[config.mk]
export PLATFORM = sky130hd
export DESIGN_NAME = dtp_timer
export DESIGN_NICKNAME = d
export VERILOG_FILES = /design/src/rtl/dtp_pkg.sv /design/src/rtl/dtp_timer.sv
export SDC_FILE = /design/constraint.sdc
export NUM_CORES = 1
export LEC_CHECK = 0
export BUFFER_PORTS_ARGS = -buffer_cell sky130_fd_sc_hd__buf_2
export CAP_MARGIN = 20
export CELL_PAD_IN_SITES_DETAIL_PLACEMENT = 2
export CELL_PAD_IN_SITES_GLOBAL_PLACEMENT = 2
export CORE_ASPECT_RATIO = 1.75
export CORE_MARGIN = 2
export CORE_UTILIZATION = 30
export CTS_BUF_LIST = sky130_fd_sc_hd__clkbuf_4 sky130_fd_sc_hd__clkbuf_8
export CTS_CLUSTER_DIAMETER = 60
export DETAILED_ROUTE_END_ITERATION = 10
export PLACE_DENSITY = 0.89
export SLEW_MARGIN = 20
export SYNTH_ARGS = -nofsm -noshare
export SYNTH_HDL_FRONTEND = slang
export SYNTH_SLANG_ARGS = --single-unit
[constraint.sdc]
create_clock -name clk -period 2.2 [get_ports clk]
set_input_delay 0.11 -clock clk [delete_from_list [all_inputs] [get_ports clk]]
set_output_delay 0.11 -clock clk [all_outputs]
set_load 0.05 [all_outputs]
[src/rtl/dtp_pkg.sv]
package dtp_pkg;
    localparam int          CNT_W          = 10;
    localparam int          ADDR_W         = 8;
    // Register indices; byte address is four times the index
    localparam logic [2:0]  IDX_COUNT      = 3'h0;
    localparam logic [2:0]  IDX_CTRL_ONE   = 3'h1;
    localparam logic [2:0]  IDX_CTRL_TWO   = 3'h2;
    localparam logic [2:0]  IDX_DUTY_LOW   = 3'h3;
    localparam logic [2:0]  IDX_PS_COUNT   = 3'h4;
    localparam logic [2:0]  IDX_HIGH_BITS  = 3'h5;
    localparam logic [2:0]  IDX_IRQ_STAT   = 3'h6;
    localparam logic [2:0]  IDX_IRQ_MASK   = 3'h7;
    // timer_control_one fields
    localparam int          B_RUN_EN       = 0;
    localparam int          B_RELOAD_SEL   = 1;
    localparam int          B_ONE_SHOT     = 2;
    localparam int          B_PWM_POL      = 6;
    localparam int          B_PWM_OE       = 7;
    // timer_control_two fields
    localparam int          B_RATE_LO      = 0;
    localparam int          B_PS_EN_N      = 3;
    localparam int          B_EDGE_SEL     = 4;
    localparam int          B_CLK_SRC      = 5;
    // shared_high_bits fields, then the underflow bit of the irq status register
    localparam int          B_RELOAD_HI    = 4;
    localparam int          B_DUTY_HI      = 0;
    localparam int          B_UNDERFLOW    = 0;
    localparam logic [9:0]  FULL_SCALE     = 10'h3FF;
    localparam logic [9:0]  RST_COUNT      = 10'h000;
    localparam logic [7:0]  RST_CTRL_ONE   = 8'h00;
    localparam logic [7:0]  RST_CTRL_TWO   = 8'h3F;
    localparam logic [7:0]  RST_PS_COUNT   = 8'hFF;
    localparam logic [7:0]  RST_BYTE       = 8'h00;
    localparam logic [7:0]  CTRL_ONE_MASK  = 8'hC7;
    localparam logic [7:0]  CTRL_TWO_MASK  = 8'h3F;
    localparam logic [1:0]  RESP_OKAY      = 2'h0;
    localparam logic [1:0]  RESP_SLVERR    = 2'h2;
endpackage

[src/rtl/dtp_timer.sv]
// Our own choice: the AXI4-Lite slave port.
`timescale 1ns/100ps
// Summary of operation
// - Ten-bit down counter; count register read returns its present low byte.
// - Count write loads reload and counter with byte plus high bits 5:4.
// - Counter moves only while the run-enable bit is one.
// - Non-stop, reload-select zero: underflow loads full scale 0x3FF.
// - Non-stop, reload-select one: underflow loads stored reload value.
// - One-shot counts down to zero once, then halts.
// - Polarity bit one makes PWM active low, zero active high.
// - PWM enable bit routes PWM to the port pin, else plain GPIO.
// - Rate code 000 divides by 2, each step doubles, up to 256.
// - Prescaler enable bit is active low; one bypasses the prescaler.
// - External clock counts on falling edge if edge-select is one.
// - Clock-source bit one picks external pin, zero instruction clock.
// - PWM frame period is the ten-bit reload value plus one ticks if reload-select is one, else 1024 ticks.
// - PWM duty is ten bits: high bits 1:0 and duty low byte.
// - Prescaler count register reads the live eight-bit prescaler.
module dtp_timer (
    input  wire logic                clk,
    input  wire logic                sys_rst,
    input  wire logic [7:0]          s_axi_awaddr,
    input  wire logic                s_axi_awvalid,
    output logic                     s_axi_awready,
    input  wire logic [31:0]         s_axi_wdata,
    input  wire logic [3:0]          s_axi_wstrb,
    input  wire logic                s_axi_wvalid,
    output logic                     s_axi_wready,
    output logic [1:0]               s_axi_bresp,
    output logic                     s_axi_bvalid,
    input  wire logic                s_axi_bready,
    input  wire logic [7:0]          s_axi_araddr,
    input  wire logic                s_axi_arvalid,
    output logic                     s_axi_arready,
    output logic [31:0]              s_axi_rdata,
    output logic [1:0]               s_axi_rresp,
    output logic                     s_axi_rvalid,
    input  wire logic                s_axi_rready,
    input  wire logic                external_clock_pin,
    input  wire logic                gpio_out,
    input  wire logic                gpio_oe,
    output logic                     pwm_port_pin_out,
    output logic                     pwm_port_pin_oe,
    output logic                     irq
);

    typedef struct packed {
        logic       aw_rdy;
        logic       aw_full;
        logic [7:0] aw_addr;
        logic       w_rdy;
        logic       w_full;
        logic [7:0] w_byte;
        logic       w_lane;
        logic       bvalid;
        logic [1:0] bresp;
        logic       ar_rdy;
        logic       rvalid;
        logic [7:0] rdata;
        logic [1:0] rresp;
        logic [7:0] ctrl_one;
        logic [7:0] ctrl_two;
        logic [7:0] high_bits;
        logic [7:0] duty_low;
        logic [9:0] reload;
        logic [9:0] count;
        logic       halted;
        logic [7:0] ps_count;
        logic       ext_s1;
        logic       ext_s2;
        logic       ext_prev;
        logic [7:0] irq_stat;
        logic [7:0] irq_mask;
        logic       pin_out;
        logic       pin_oe;
        logic       irq;
    } dtp_state_s;

    dtp_state_s state_q;
    dtp_state_s state_d;

    logic       do_write;
    logic [2:0] w_idx;
    logic       w_ok;
    logic [2:0] r_idx;
    logic       r_ok;
    logic [7:0] r_val;
    logic       ext_edge;
    logic       src_tick;
    logic [7:0] ps_mask;
    logic       tmr_tick;
    logic       underflow;
    logic [9:0] duty;
    logic       pwm_active;
    logic       pwm_level;
    logic [7:0] wr;

    ////////////////////////////////////////////////////////////////////////
    // Clock path
    always_comb begin
        ext_edge = state_q.ctrl_two[dtp_pkg::B_EDGE_SEL] ?
                   (state_q.ext_prev & ~state_q.ext_s2) :
                   (~state_q.ext_prev & state_q.ext_s2);
        src_tick = state_q.ctrl_two[dtp_pkg::B_CLK_SRC] ? ext_edge
                                                         : 1'b1;
        ps_mask  = 8'hFF >> (3'h7 - state_q.ctrl_two[2:0]);
        tmr_tick = state_q.ctrl_two[dtp_pkg::B_PS_EN_N] ? src_tick :
                   (src_tick & ((state_q.ps_count & ps_mask) == ps_mask));
        underflow = state_q.ctrl_one[dtp_pkg::B_RUN_EN] & ~state_q.halted
                    & tmr_tick & (state_q.count == 10'h000);
        duty       = {state_q.high_bits[dtp_pkg::B_DUTY_HI +: 2],
                      state_q.duty_low};
        pwm_active = (state_q.count <= duty);
        pwm_level  = pwm_active ^ state_q.ctrl_one[dtp_pkg::B_PWM_POL];
    end

    ////////////////////////////////////////////////////////////////////////
    // Register decode
    always_comb begin
        do_write = state_q.aw_full & state_q.w_full & ~state_q.bvalid;
        w_idx    = state_q.aw_addr[4:2];
        w_ok     = (state_q.aw_addr[7:5] == 3'h0)
                   && (state_q.aw_addr[1:0] == 2'h0);
        r_idx    = s_axi_araddr[4:2];
        r_ok     = (s_axi_araddr[7:5] == 3'h0)
                   && (s_axi_araddr[1:0] == 2'h0);
        wr       = state_q.w_byte;
        case (r_idx)
            dtp_pkg::IDX_COUNT:     r_val = state_q.count[7:0];
            dtp_pkg::IDX_CTRL_ONE:  r_val = state_q.ctrl_one;
            dtp_pkg::IDX_CTRL_TWO:  r_val = state_q.ctrl_two;
            dtp_pkg::IDX_DUTY_LOW:  r_val = 8'h00;
            dtp_pkg::IDX_PS_COUNT:  r_val = state_q.ps_count;
            dtp_pkg::IDX_HIGH_BITS: r_val = state_q.high_bits;
            dtp_pkg::IDX_IRQ_STAT:  r_val = state_q.irq_stat;
            dtp_pkg::IDX_IRQ_MASK:  r_val = state_q.irq_mask;
            default:                r_val = 8'h00;
        endcase
    end

    ////////////////////////////////////////////////////////////////////////
    // Next state
    always_comb begin
        state_d = state_q;
        // Pin synchroniser
        state_d.ext_s1   = external_clock_pin;
        state_d.ext_s2   = state_q.ext_s1;
        state_d.ext_prev = state_q.ext_s2;

        // Write address and data taken independently
        if (s_axi_awvalid && state_q.aw_rdy) begin
            state_d.aw_full = 1'b1;
            state_d.aw_addr = s_axi_awaddr;
            state_d.aw_rdy  = 1'b0;
        end
        if (s_axi_wvalid && state_q.w_rdy) begin
            state_d.w_full = 1'b1;
            state_d.w_byte = s_axi_wdata[7:0];
            state_d.w_lane = s_axi_wstrb[0];
            state_d.w_rdy  = 1'b0;
        end
        if (do_write) begin
            state_d.bvalid  = 1'b1;
            state_d.bresp   = w_ok ? dtp_pkg::RESP_OKAY
                                   : dtp_pkg::RESP_SLVERR;
            state_d.aw_full = 1'b0;
            state_d.w_full  = 1'b0;
        end
        if (state_q.bvalid && s_axi_bready) begin
            state_d.bvalid = 1'b0;
            state_d.aw_rdy = 1'b1;
            state_d.w_rdy  = 1'b1;
        end

        // Read channel
        if (s_axi_arvalid && state_q.ar_rdy) begin
            state_d.ar_rdy = 1'b0;
            state_d.rvalid = 1'b1;
            state_d.rdata  = r_ok ? r_val : 8'h00;
            state_d.rresp  = r_ok ? dtp_pkg::RESP_OKAY
                                  : dtp_pkg::RESP_SLVERR;
        end
        if (state_q.rvalid && s_axi_rready) begin
            state_d.rvalid = 1'b0;
            state_d.ar_rdy = 1'b1;
        end

        // Prescaler advances only when inserted
        if (!state_q.ctrl_two[dtp_pkg::B_PS_EN_N] && src_tick) begin
            state_d.ps_count = state_q.ps_count + 8'h01;
        end

        // Counter
        if (state_q.ctrl_one[dtp_pkg::B_RUN_EN] && !state_q.halted
            && tmr_tick) begin
            if (state_q.count != 10'h000) begin
                state_d.count = state_q.count - 10'h001;
            end else if (state_q.ctrl_one[dtp_pkg::B_ONE_SHOT]) begin
                state_d.halted = 1'b1;
            end else if (state_q.ctrl_one[dtp_pkg::B_RELOAD_SEL]) begin
                state_d.count = state_q.reload;
            end else begin
                state_d.count = dtp_pkg::FULL_SCALE;
            end
        end

        // Sticky flag, set wins over clear
        if (do_write && w_ok && state_q.w_lane
            && w_idx == dtp_pkg::IDX_IRQ_STAT) begin
            state_d.irq_stat = state_q.irq_stat & ~wr;
        end
        if (underflow) begin
            state_d.irq_stat[dtp_pkg::B_UNDERFLOW] = 1'b1;
        end

        // Register writes
        if (do_write && w_ok && state_q.w_lane) begin
            case (w_idx)
                dtp_pkg::IDX_COUNT: begin
                    state_d.reload = {state_q.high_bits[
                                      dtp_pkg::B_RELOAD_HI +: 2], wr};
                    state_d.count  = {state_q.high_bits[
                                      dtp_pkg::B_RELOAD_HI +: 2], wr};
                    state_d.halted = 1'b0;
                end
                dtp_pkg::IDX_CTRL_ONE: begin
                    state_d.ctrl_one = wr & dtp_pkg::CTRL_ONE_MASK;
                    if (!wr[dtp_pkg::B_RUN_EN]) begin
                        state_d.halted = 1'b0;
                    end
                end
                dtp_pkg::IDX_CTRL_TWO:
                    state_d.ctrl_two = wr & dtp_pkg::CTRL_TWO_MASK;
                dtp_pkg::IDX_DUTY_LOW:  state_d.duty_low  = wr;
                dtp_pkg::IDX_HIGH_BITS: state_d.high_bits = wr;
                dtp_pkg::IDX_IRQ_MASK:  state_d.irq_mask  = wr;
                default: ;
            endcase
        end

        // Pin and interrupt outputs
        if (state_q.ctrl_one[dtp_pkg::B_PWM_OE]) begin
            state_d.pin_out = pwm_level;
            state_d.pin_oe  = 1'b1;
        end else begin
            state_d.pin_out = gpio_out;
            state_d.pin_oe  = gpio_oe;
        end
        state_d.irq = |(state_d.irq_stat & state_d.irq_mask);
    end

    always_ff @(posedge clk) begin
        if (sys_rst) begin
            state_q          <= '0;
            state_q.aw_rdy   <= 1'b1;
            state_q.w_rdy    <= 1'b1;
            state_q.ar_rdy   <= 1'b1;
            state_q.ctrl_one <= dtp_pkg::RST_CTRL_ONE;
            state_q.ctrl_two <= dtp_pkg::RST_CTRL_TWO;
            state_q.ps_count <= dtp_pkg::RST_PS_COUNT;
            state_q.count    <= dtp_pkg::RST_COUNT;
            state_q.reload   <= dtp_pkg::RST_COUNT;
            state_q.high_bits <= dtp_pkg::RST_BYTE;
            state_q.duty_low <= dtp_pkg::RST_BYTE;
        end else begin
            state_q <= state_d;
        end
    end

    always_comb begin
        s_axi_awready    = state_q.aw_rdy;
        s_axi_wready     = state_q.w_rdy;
        s_axi_bvalid     = state_q.bvalid;
        s_axi_bresp      = state_q.bresp;
        s_axi_arready    = state_q.ar_rdy;
        s_axi_rvalid     = state_q.rvalid;
        s_axi_rdata      = {24'h000000, state_q.rdata};
        s_axi_rresp      = state_q.rresp;
        pwm_port_pin_out = state_q.pin_out;
        pwm_port_pin_oe  = state_q.pin_oe;
        irq              = state_q.irq;
    end

    logic cnt_wr;
    assign cnt_wr = do_write && w_ok && state_q.w_lane
                    && w_idx == dtp_pkg::IDX_COUNT;
endmodule
# Word-level counts from Yosys, hierarchy flattened
# Index checks and enable logic that the tools add are counted.
[word_totals]
regBits = 114
in_bits = 62
out_inout_bits = 44
wordCells = 119
[op_classes]
addsub = 3
order_cmp = 1
eq_ne = 14
n_shift = 1
mux = 22
bitwise_logic = 17
reduce_logical = 32
[ops]
columns = ["cell", "n"]
rows = [
  ["8-bit one-hot mux with 8 select lines", 1],
  ["10-bit two-way mux", 4],
  ["8-bit two-way mux", 4],
  ["8-bit bitwise AND", 3],
  ["11-bit two-way mux", 2],
  ["3-bit equality test, second input constant", 7],
  ["1-bit logical AND", 13],
  ["3-bit by 2-bit equality test with 1-bit output, second input constant", 4],
  ["3-bit zero test", 4],
  ["10-bit less-or-equal comparator", 1],
  ["10-bit zero test", 1],
  ["2-bit AND reduction", 5],
  ["10-bit nonzero test", 1],
  ["10-bit by 1-bit subtractor with 10-bit output, second input constant", 1],
  ["8-bit by 1-bit adder with 8-bit output, second input constant", 1],
  ["1-bit bitwise AND", 8],
  ["8-bit equality test", 1],
  ["8-bit inverter", 1],
  ["8-bit OR reduction", 1],
  ["8-bit by 3-bit right shift with 8-bit output, first input constant", 1],
  ["1-bit two-way mux", 7],
  ["3-bit by 1-bit equality test with 1-bit output, second input constant", 2],
  ["2-bit two-way mux", 3],
  ["2-bit OR reduction", 3],
  ["6 further kinds", 11],
]

# Logic depth before layout (Yosys ltp)
[logic_depth]
word_depth = 11
mapped_depth = 9
ltp_nobuf = 8

# Worst setup path before layout
# OpenSTA, ideal clock, no wires.
[synth_timing]
path_kind = "reg2reg"
from = "register state_q[110] (netlist bit)"
to = "register state_q (netlist bit irq)"
setup_ns = 0.132
arrival_ns = 1.916
required_time_ns = 2.068
path_slack_ns = 0.152
stages_incl_launch_ff = 8
path_buffers = 1
period_less_slack_ns = 2.048
cell_sequence = "dfxtp_1 or4_4 nor4_2 buf_4 mux2i_1 o22ai_1 o31ai_1 o31ai_1"
[synth_via]
elab_chain_len = 9
word_cells_on_any_way = 10
classes_between = "mux: 3; bitwise: 1; reduce/logical: 6"
[synth_rtl]
columns = ["item", "line", "text"]
rows = [
  ["start, declared", "dtp_timer.sv:79", "dtp_state_s state_q;"],
  ["start signal, assigned", "dtp_timer.sv:266", "state_q <= state_d;"],
  ["2-bit zero test *", "dtp_timer.sv:123", "&& (state_q.aw_addr[1:0] == 2'h0);"],
  ["1-bit logical AND *", "dtp_timer.sv:123", ""],
  ["1-bit logical AND * (2 in a row)", "--", ""],
  ["1-bit logical AND", "dtp_timer.sv:209", "&& w_idx == dtp_pkg::IDX_IRQ_STAT) begin"],
  ["8-bit two-way mux", "dtp_timer.sv:208", "if (do_write && w_ok && state_q.w_lane"],
  ["1-bit two-way mux", "dtp_timer.sv:212", "if (underflow) begin"],
  ["8-bit bitwise AND *", "dtp_timer.sv:249", "state_d.irq = |(state_d.irq_stat & state_d.irq_mask);"],
  ["8-bit OR reduction *", "dtp_timer.sv:249", ""],
]
# Every way passes the cells marked *; elsewhere a longest branch is shown, timed or not.
# A chain may end at the register's enable or synchronous reset.

# Final worst setup path
[layout_timing]
from = "register state_q (netlist bit duty[9])"
to = "register state_q (netlist bit pwm_port_pin_out)"
[layout_via]
elab_chain_len = 3
[layout_rtl]
columns = ["item", "line", "text"]
rows = [
  ["10-bit less-or-equal comparator", "dtp_timer.sv:113", "pwm_active = (state_q.count <= duty);"],
  ["1-bit XOR", "dtp_timer.sv:114", "pwm_level = pwm_active ^ state_q.ctrl_one[dtp_pkg::B_PWM_POL];"],
  ["2-bit two-way mux", "dtp_timer.sv:242", "if (state_q.ctrl_one[dtp_pkg::B_PWM_OE]) begin"],
]
# No other way between the ends.

==> summary.txt <==
Status
  – Status: finished with violations
  – Failing checks: setup timing

Pwr
  – Max VDD drop: roughly 390 uV
  – Leakage: 2.71 nW
  – Power Total: 3.77 mW
  – Pwr per Cell Area: 568 mW/mm^2

Critical path
  – CP arrival: 2.50 ns
  – Critical Path Source Type: register
  – Worst reg-to-reg path cell count: 6
  – Worst r2r src: duty[9]
  – FF-to-FF End: pwm_port_pin_out
  – WP data required: 2.49 ns
  – Crit Path Max Fanout: 3
  – Crit Path Category: reg -> reg
  – R2r setup slk: -0.02 ns
  – Crit end category: register

Routing
  – DRT Pass-1 Iters: 5
  – Remaining DRCs: 0
  – DR iter-0 viols: 288
  – WL/cell: 23.1 um
  – Routed vias/inst: 5.45
  – ANT nets after route: 0
  – Via count: between 5000 and 6000
  – Post-Route WL: ~23 mm

CTS
  – CTS clk-pin slew, worst paths: 0.11 ns
  – Clk_lat worst skew: 0.40 ns
  – CTS tree: yes
  – # clock sinks: 112
  – H-Tree Level Count: 3
  – TritonCTS buffer count: 9
  – CTS max path bufs: 2
  – Root buf cell: clkbuf_8

Logic synthesis
  – Flops & latches, synth: 112
  – Avg Cell Area, Syn: approximately 8 um^2
  – Top post-synthesis cells by area: dfxtp_1, mux2i_1, nand2_1
  – EDFF count, synth: 0
  – Synthesized area: 0.00560 mm^2
  – Cells after synthesis: 680
  – Synth area leader: dfxtp_1
  – Most used flip-flop cell after synthesis: dfxtp_1
  – Register area share after synthesis: 40.0%
  – Synth top area share: between 40 and 50%
  – Synth cell types: 66
  – FFs w/ async S/R, synth: 0%
  – Synth warn: 0

STA
  – Period minus WS final: 2.22 ns
  – RSZ-0062 raised after global routing: true
  – Fmax: between 0.4 and 0.5 GHz
  – Fin worst setup slack: -0.0176 ns
  – Endpoints failing setup: 1
  – Final period util: 101%
  – Worst Clk Skew: 0.0146 ns
  – Slew margin rel.: 63.9%
  – Hold_ws: 0.00763 ns
  – Fin. Hold Viols: 0
  – Worst slew pin tran: 0.539 ns
  – Max-slew violations: 0

Floorplanning
  – Ports: 106
  – Die Width: 107 um
  – Rows: 66
  – Die area: 0.0198 mm^2
  – Initial Util: 30.4%
  – Core Box Area: around 0.018 mm^2
  – Die height: 185 um

Cells and area
  – Share of cells above drive strength 1: about a fifth
  – Post-layout util: 36.1%
  – Fin cells: 1008
  – Area grow syn2layout: 18.6%
  – # nets final: 839

GRT
  – Largest net degree at the start of global routing: 74
  – Grt ovf: 0
  – Total global-route track usage: 23.8%
  – Antenna violations before repair: 1
  – First-pass GRT wire length: 35.3 mm
  – Vias in the first global route: 6088

Placement
  – Placed cells: 970
  – Port Buf Inserts: 52
  – DP Wirelength: 16.3 mm
  – Routability cong.: about 0.85

Hold path
  – Hold Path Class: in -> reg
  – Hold Crit Depth: 3
  – Hold endpoint: state_q[113]
  – HP Start: s_axi_awaddr[4]

Run
  – Max cap viols: 0
==> where the power goes <==
part           switching, mW  internal [mW]  total [mW]
sequential            0.0452           2.06        2.11
clock                  0.756          0.437        1.19
combinational          0.338          0.133       0.471
total                   1.14           2.63        3.77
==> layout by cell type, fill, tap and decap left out, drive strengths merged, types with 7 or more instances in the layout <==
cell type,netlist,routed
nand2,85,85
dlygate4sd3,0,18
nor3,16,16
o211ai,11,11
inv,40,41
nor2b,7,7
mux2i,33,33
nand4,10,10
a21oi,58,58
nand3,18,18
dfxtp,112,112
ha,12,12
nand2b,9,9
o21ai,40,40
nor2,70,70
clkbuf,23,11
conb,1,26
buf,48,102
==> timing repair <==
item | CTS | global route
pin swaps | 2 | 1
endpoints found under the hold margin | 18 | 0
endpoints found under the setup margin | 1 | 9
buffers inserted | 2 | 1
hold buffers | 18 | 0
resized for setup | 7 | 14
cloned | 0 | 1
==> worst max-delay path: stages (launching register included) <==
cell	delay, ns
dfxtp_1	0.46
inv_1	0.09
ha_1	0.33
a211oi_1	0.31
o21ai_0	0.21
o21ai_0	0.25
or3b_2	0.46
==> per-stage QoR <==
| stage | cell area (um^2) | TNS [ns] | worst slack (ns) |
|---|---|---|---|
| CTS | 6590 | 0 | 0.0321 |
| floorplan | 5690 | 0 | 0.152 |
| global route | 6640 | -0.0991 | -0.0783 |
| finish | 6640 | -0.0176 | -0.0176 |
| global placement | 6190 | 0 | 0.0590 |
| detailed placement | 6190 | -0.0504 | -0.0504 |
==> metal layers <==
layer	global-route usage (%)	up-vias	share of wire (%)
li1	-	2472	-
met1	22.6	2727	33
met2	43.4	201	54
met3	3.85	91	4.2
met4	20.1	0	8.4
met5	0	-	0
==> sequential cells by signal, summed over array words and instances, names as in the netlist <==
register          count
state_q              74
pwm_port_pin_oe       1
s_axi_rvalid          1
s_axi_rresp           1
s_axi_rdata           8
s_axi_bresp           1
irq                   1
pwm_port_pin_out      1
s_axi_awready         1
s_axi_wready          1
state_d               2
duty                 10
wr                    8
s_axi_arready         1
s_axi_bvalid          1
==> Yosys cell counts, types with 4 or more instances <==
master and count:
a21oi_1 58, o21ai_0 32, mux2i_1 33, nor3_1 13
o22ai_1 6, nand2_1 85, mux4_2 4, a221oi_1 5
nand2b_1 9, nand3_1 18, nor2_1 70, ha_1 12
dfxtp_1 112, buf_2 6, o211ai_1 11, clkbuf_1 23
o21ai_1 8, o2bb2ai_1 4, inv_1 40, buf_4 38
a211oi_1 4, and3_1 4, a31oi_1 5, nor2b_1 7
nand4_1 10
==> how the worst max path moves through the flow <==
stage	startpoint	end	slack [ns]	cells after the start
global route	duty[9]	pwm_port_pin_out	-0.08	6
detailed placement	state_q[110]	irq	-0.05	7
finish	duty[9]	pwm_port_pin_out	-0.02	6
floorplan	state_q[110]	irq	0.15	7
global placement	state_q[110]	irq	0.06	7
CTS	state_q[71]	state_q[33]	0.03	7
==> cell families (layout without fill, tap and decap cells) <==
kind of cell,after synthesis,after routing,synth area share [%]
and+or+nand+nor,240,240,20.6
muxes,38,38,7.71
xor gates and xnor gates,6,6,0.939
buffers and inverters,112,176,10.3
DFF,112,112,40.0
adders and majority gates,12,12,2.68
AOI/OAI and AO/OA,159,159,17.6
other,1,27,0.0670
==> final cells by class <==
cell class              instances  area (um^2)
repair buffers                120          826
flip-flops and latches        112         2240
clock inverters                 4         31.3
clock buffers                  11          139
fillers                      2065        11800
diodes                          1         2.50
inverters                      41          154
multi-input cells             481         2950
well taps                     238          298
No activity file was read; power rests on OpenSTA's default activity.
